[config.mk]
export PLATFORM = sky130hd
export DESIGN_NAME = scec_attr_rom_flat
export DESIGN_NICKNAME = d
export VERILOG_FILES = /design/src/hw/scec_pkg.sv /design/src/hw/scec_attr_if.sv /design/src/hw/scec_attr_rom.sv /design/src/flat_wrapper.sv
export SDC_FILE = /design/constraint.sdc
export NUM_CORES = 1
export LEC_CHECK = 0
export BUFFER_PORTS_ARGS = -buffer_cell sky130_fd_sc_hd__buf_4
export CORE_UTILIZATION = 29
export CTS_CLUSTER_SIZE = 16
export DETAILED_ROUTE_END_ITERATION = 10
export PLACE_DENSITY = 0.72
export SLEW_MARGIN = 30
export SYNTH_ARGS = -nofsm -noshare
export SYNTH_HDL_FRONTEND = slang
export SYNTH_SLANG_ARGS = --single-unit
[constraint.sdc]
create_clock -name i_clk -period 0.8 [get_ports i_clk]
set_input_delay 0.16 -clock i_clk [delete_from_list [all_inputs] [get_ports i_clk]]
set_output_delay 0.16 -clock i_clk [all_outputs]
set_load 0.01 [all_outputs]
[src/hw/scec_pkg.sv]
// constants, field layouts and types shared by the setup and comm error checker
package scec_pkg;

  // register byte offsets
  localparam logic [7:0] REG_SRC = 8'h00;
  localparam logic [7:0] REG_OUT = 8'h04;
  localparam logic [7:0] REG_PID_A = 8'h08;
  localparam logic [7:0] REG_PID_B = 8'h0C;
  localparam logic [7:0] REG_INPUT = 8'h10;
  localparam logic [7:0] REG_ALARM = 8'h14;
  localparam logic [7:0] REG_SETUP_ERR = 8'h18;
  localparam logic [7:0] REG_COMM_ERR = 8'h1C;
  localparam logic [7:0] REG_IRQ_STAT = 8'h20;
  localparam logic [7:0] REG_IRQ_MASK = 8'h24;

  // field positions
  localparam int SRC_PV_LSB = 0;
  localparam int SRC_SP_LSB = 4;
  localparam int OUT_DIRECT_BIT = 0;
  localparam int OUT_ROLE_LSB = 4;
  localparam int PID_PB_LSB = 0;
  localparam int PID_TI_LSB = 16;
  localparam int IN_U1_LSB = 0;
  localparam int IN_U2_LSB = 4;
  localparam int IN_DP1_LSB = 8;
  localparam int IN_DP2_LSB = 12;
  localparam int ALM_A1_LSB = 0;
  localparam int ALM_A2_LSB = 8;
  localparam int IRQ_SETUP_BIT = 0;
  localparam int IRQ_COMM_BIT = 1;

  // source selections for process value and setpoint
  localparam logic [2:0] SRC_IN1 = 3'h0;
  localparam logic [2:0] SRC_IN2 = 3'h1;
  localparam logic [2:0] SRC_1M2 = 3'h2;
  localparam logic [2:0] SRC_2M1 = 3'h3;
  localparam logic [2:0] SRC_LOCAL = 3'h4;

  // secondary output roles
  localparam logic [1:0] ROLE_NONE = 2'h0;
  localparam logic [1:0] ROLE_COOL = 2'h1;
  localparam logic [1:0] ROLE_ALARM2 = 2'h2;

  // alarm functions; codes with bit 3 set combine both inputs
  localparam logic [3:0] ALM_NONE = 4'h0;
  localparam logic [3:0] ALM_DWELL = 4'h1;
  localparam int ALM_DIFF_BIT = 3;

  // error codes
  localparam logic [5:0] ERR_NONE = 6'h00;
  localparam logic [5:0] ERR_PV_SP_IN1 = 6'h01;
  localparam logic [5:0] ERR_PV_SP_IN2 = 6'h02;
  localparam logic [5:0] ERR_DEPENDENT = 6'h03;
  localparam logic [5:0] ERR_COOLING = 6'h04;
  localparam logic [5:0] ERR_UNIT_MISMATCH = 6'h05;
  localparam logic [5:0] ERR_ALARM2_NONE = 6'h06;
  localparam logic [5:0] ERR_DWELL_BOTH = 6'h07;
  localparam logic [5:0] ERR_BAD_FUNC = 6'h0A;
  localparam logic [5:0] ERR_ADDR_RANGE = 6'h0B;
  localparam logic [5:0] ERR_NO_PARAM = 6'h0C;
  localparam logic [5:0] ERR_READ_ONLY = 6'h0E;
  localparam logic [5:0] ERR_DATA_RANGE = 6'h0F;

  // host function codes
  localparam logic [7:0] FN_READ = 8'h03;
  localparam logic [7:0] FN_WRITE = 8'h06;

  // parameter table
  localparam int ATTR_AW = 6;
  localparam logic [15:0] ADDR_LIMIT = 16'h0040;
  localparam logic [5:0] TBL_HOLE_A = 6'h0D;
  localparam logic [5:0] TBL_HOLE_B = 6'h0E;
  localparam logic [5:0] TBL_RO_FIRST = 6'h30;
  localparam logic [5:0] TBL_LIMIT_SPLIT = 6'h08;
  localparam logic [15:0] TBL_MIN = 16'h0000;
  localparam logic [15:0] TBL_MAX_LOW = 16'h0FFF;
  localparam logic [15:0] TBL_MAX_HIGH = 16'h270F;

  // values after reset
  localparam logic [2:0] RST_PV_SRC = SRC_IN1;
  localparam logic [2:0] RST_SP_SRC = SRC_LOCAL;
  localparam logic [15:0] RST_PB = 16'h0064;
  localparam logic [15:0] RST_TI = 16'h00C8;

  typedef enum logic [2:0] {
    SCEC_IDLE = 3'b001,
    SCEC_LOOKUP = 3'b010,
    SCEC_EVAL = 3'b100
  } scec_fsm_t;

endpackage

[src/hw/scec_attr_if.sv]
// lookup channel between the request checker and the parameter table
`timescale 1ns/1ps
interface scec_attr_if;
  logic [scec_pkg::ATTR_AW-1:0] addr;
  logic present;
  logic read_only;
  logic [15:0] min_val;
  logic [15:0] max_val;
  modport lookup (output addr, input present, input read_only, input min_val, input max_val);
  modport store (input addr, output present, output read_only, output min_val, output max_val);
endinterface

[src/hw/scec_attr_rom.sv]
// parameter attribute table with registered read data
`timescale 1ns/1ps
module scec_attr_rom #(
  parameter int DEPTH = 64
) (
  input logic i_clk,
  input logic i_arst_n,
  scec_attr_if.store tbl
);

  typedef struct packed {
    logic present;
    logic read_only;
    logic [15:0] min_val;
    logic [15:0] max_val;
  } scec_attr_t;

  scec_attr_t q;
  scec_attr_t d;

  function automatic scec_attr_t attr_of(input logic [scec_pkg::ATTR_AW-1:0] idx);
    scec_attr_t a;
    a.present = (32'(idx) < DEPTH) && (idx != scec_pkg::TBL_HOLE_A) &&
                (idx != scec_pkg::TBL_HOLE_B);
    a.read_only = (idx >= scec_pkg::TBL_RO_FIRST);
    a.min_val = scec_pkg::TBL_MIN;
    a.max_val = (idx < scec_pkg::TBL_LIMIT_SPLIT) ? scec_pkg::TBL_MAX_LOW :
                scec_pkg::TBL_MAX_HIGH;
    return a;
  endfunction

  always_comb
  begin
    d = attr_of(tbl.addr);
  end

  always_ff @(posedge i_clk or negedge i_arst_n)
  begin
    if (!i_arst_n)
    begin
      q <= '0;
    end
    else
    begin
      q <= d;
    end
  end

  assign tbl.present = q.present;
  assign tbl.read_only = q.read_only;
  assign tbl.min_val = q.min_val;
  assign tbl.max_val = q.max_val;

endmodule

[src/flat_wrapper.sv]
// flat-port wrapper written by rule: the top's interface ports become plain ports
module scec_attr_rom_flat 
#(
  parameter int DEPTH = 64
)
  (i_clk, i_arst_n, tbl_addr, tbl_present, tbl_read_only, tbl_min_val, tbl_max_val);
  scec_attr_if tbl_i ();
  input logic i_clk;
  input logic i_arst_n;
  input wire logic [$bits(tbl_i.addr)-1:0] tbl_addr;
  output wire logic [$bits(tbl_i.present)-1:0] tbl_present;
  output wire logic [$bits(tbl_i.read_only)-1:0] tbl_read_only;
  output wire logic [$bits(tbl_i.min_val)-1:0] tbl_min_val;
  output wire logic [$bits(tbl_i.max_val)-1:0] tbl_max_val;
  assign tbl_i.addr = tbl_addr;
  assign tbl_present = tbl_i.present;
  assign tbl_read_only = tbl_i.read_only;
  assign tbl_min_val = tbl_i.min_val;
  assign tbl_max_val = tbl_i.max_val;
  scec_attr_rom #(.DEPTH(DEPTH)) u_core (.i_clk(i_clk), .i_arst_n(i_arst_n), .tbl(tbl_i));
endmodule
* Word-level counts from Yosys, hierarchy flattened
Index checks and enable logic that the tools add are counted.
** Operators by class
- Muxes and demuxes :: 1
- Reductions and logical operators :: 1
- $lt $le $gt $ge :: 2
- Equal/unequal tests :: 2
** Operators by type and width (number)
- 14-bit 2-to-1 mux :: 1
- 6-bit by 4-bit != test with 1-bit output, second input constant :: 2
- 6-bit greater-or-equal comparator, second input constant :: 1
- 6-bit by 4-bit less-than comparator with 1-bit output, second input constant :: 1
- 1-bit logical AND :: 1
** Storage, ports and cells
- Flip-flop bits (word level) :: 16
- Output and inout bits :: 34

* Logic depth before layout (Yosys ltp)
- Depth in word-level cells :: 2
- Mapped depth :: 2
- Depth with buffers taken out :: 2

* Worst setup path after synthesis
No wires, ideal clock.
- Kind :: register to output
- From :: register u_core.q, in the netlist u_core.tbl.max_val[10]
- To :: output port tbl_max_val[10]
- Arrival :: 0.606 ns
- Required time :: 0.640 ns
- Setup slack :: 0.034 ns
- Buffers on the path :: 1
- Stages on the path, launching flop included :: 2
- Path through :: dfrtp_1 buf_4
** RTL lines
- start: declaration :: line scec_attr_rom.sv:18 : scec_attr_t q;
- start signal: assignment :: line scec_attr_rom.sv:41 : q <= '0;
- start signal: assignment :: line scec_attr_rom.sv:45 : q <= d;
- end: declaration :: line flat_wrapper.sv:14 : output wire logic [$bits(tbl_i.max_val)-1:0] tbl_max_val;
No word-level cell between the ends.

==> flow_summary_export.csv <==
group,metric,value,unit
timing,finalSetupViolCount,15,
floorplanning,rows,12,
global_routing,grt_pass1_wl,634,um
final_layout,mostFrequentLayoutCells,"conb_1, buf_4, buf_6",
worst_hold_path,hp-start,"tbl_addr[3]",
critical_path,worst_setup_path_start_kind,"flop",
critical_path,worst-path-max-fanout,7,
timing,final-hold-violation-count,0,
routing,wl_per_cell,6.72,um
power,finalPower,726,uW
logic_synthesis,synthCells,42,
critical_path,slowest_delay,0.44,ns
placement,portBuffers,22,
clock_tree,root_buffer,"clkbuf_4",
critical_path,slowest_stage,"dfrtp_2",
clock_tree,clockBufferDepth,2,
clock_tree,cts_buffers,3,
critical_path,path_class,"reg -> out",
floorplanning,core-area,0.00117,mm^2
power,p_leak,0.268,nW
clock_tree,htreeDepth,1,
floorplanning,die-area,0.00150,mm^2
final_layout,utilization,42.3,%
final_layout,fin_nets,67,
clock_tree,postCtsSetupRepairBufs,0,
global_routing,overflow,0,
critical_path,cp-end-kind,"output pin",
timing,rsz0062_at_grt,"yes",
routing,wirelength,484,um
placement,dpl.hpwl,391,um
run_status,status,"finished with violations",
critical_path,cp_top_family,"flip-flops",
floorplanning,start_util,33.3,%
timing,min_period,0.990,ns
logic_synthesis,ys_seq_area_share,32.1,%
final_layout,antenna-diode-count,0,
routing,drt_iter0_drc,1,
routing,drc_errors,0,
final_layout,drive_gt1_share,50.0,%
logic_synthesis,ys_ff_latch,5,
worst_hold_path,whs_path_depth,2,
critical_path,crit_required,0.64,ns
logic_synthesis,ys_warn_count,0,
timing,postLayoutSetupSlackWorst,-0.190,ns
clock_tree,cts_sinks,5,
routing,ant_nets,0,
critical_path,cp.arrival,0.83,ns
critical_path,path_buf_inv,1,
run_status,violations,"setup timing",
floorplanning,io_pins,42,
final_layout,num-fill-cells,125,
worst_hold_path,min_path_type,"in -> reg",
global_routing,first_global_vias,176,
critical_path,critical_path.cell_chain,"buf_4",
clock_tree,cts.clk_slew.worst_paths,0.04,ns
power,p_per_area,1460,mW/mm^2
worst_hold_path,min_to,"u_core.tbl.max_val[11]",
logic_synthesis,synth_cell_type_count,9,
floorplanning,die_height,38.7,um
routing,viasPerCell,3.15,
routing,firstDrtPassIters,2,
floorplanning,dieWidth,38.7,um
logic_synthesis,synth_area,390,um^2
final_layout,layout_commonest_cell,"conb_1",
placement,gp_congestion,0.464,
global_routing,grt.total_usage,7.31,%
timing,slew_violations,0,
final_layout,area_growth,26.9,%
timing,period_share,124,%
clock_tree,cts_tree,"done",
logic_synthesis,syn_avg_cell_area,9.29,um^2
timing,fmax,1.01,GHz
global_routing,grt_max_degree,8,
routing,num_vias,227,
job,maxCapViolCount,0,
timing,hold-worst-slack,0.0900,ns
power,ir_worst_vdd,442,uV
global_routing,antenna_found_initial,0,
how the worst max path moves through the flow:
stage / start / to / slack (ns) / depth (start not counted)
final: u_core.tbl.max_val[10] / tbl_max_val[3] / -0.19 / 1
after global routing: u_core.tbl.max_val[10] / tbl_max_val[0] / -0.23 / 1
after CTS: u_core.tbl.max_val[10] / tbl_max_val[3] / -0.20 / 1
after detailed placement: u_core.tbl.max_val[10] / tbl_max_val[8] / 0.05 / 1
after global placement: u_core.tbl.max_val[10] / tbl_max_val[10] / 0.07 / 1
after floorplan: u_core.tbl.max_val[10] / tbl_max_val[10] / 0.03 / 1
metal layers:
metal / vias up / GRT usage, % / part of all wire [%]
li1: 108 / - / -
met1: 93 / 4.55 / 30
met2: 26 / 12.5 / 57
met3: 0 / 1.73 / 13
met4: 0 / 12.9 / 0
met5: - / 0 / 0
state kept, by name (all words and copies together) (netlist names):
name and flops:
u_core.tbl.read_only 1, u_core.tbl.present 1, u_core.tbl.max_val 3
cells in the mapped netlist, drive strengths merged:
| master | instances | area, um^2 |
|---|---|---|
| and2 | 1 | 7.51 |
| buf | 29 | 218 |
| conb | 2 | 7.51 |
| dfrtp | 5 | 125 |
| inv | 1 | 3.75 |
| nand4 | 1 | 6.26 |
| nor2 | 1 | 3.75 |
| nor3 | 1 | 10.0 |
| xor2 | 1 | 8.76 |
where the power goes:
| group | total [mW] | leakage, nW | switching (mW) | internal (mW) |
|---|---|---|---|---|
| logic | 0.167 | 0.199 | 0.0862 | 0.0808 |
| registers | 0.276 | 0.0540 | 0.0111 | 0.265 |
| clock network | 0.283 | 0.0150 | 0.0945 | 0.188 |
stage by stage:
step | cells | worst slack (ns) | setup TNS [ns] | cell area, um^2
final | 72 | -0.190 | -2.40 | 495
after global routing | 72 | -0.232 | -2.99 | 495
after CTS | 72 | -0.201 | -2.57 | 495
after detailed placement | 67 | 0.0548 | 0 | 423
after global placement | 67 | 0.0716 | 0 | 423
after floorplan | 60 | 0.0335 | 0 | 458
cell families after synthesis:
family / share of synthesized area [%]
simple gates: 7.05
flops: 32.1
xor+xnor: 2.24
buf+inv: 56.7
other cells: 1.92
repair_timing:
item                                    CTS  global route
endpoints found under the setup margin   15            15
hold buffers                              1             0
hold endpoints to repair                  5             0
resized for setup                        11             0
layout make-up:
class | instances | area (um^2) | area share, %
Multi-Input combinational cell | 25 | 111 | 22.5
Clock buffer | 4 | 26.3 | 5.30
Sequential cell | 5 | 128 | 25.8
Tap cell | 14 | 17.5 | 3.54
Timing Repair Buffer | 23 | 209 | 42.2
Inverter | 1 | 3.75 | 0.758
No activity file was read; power rests on OpenSTA's default activity.
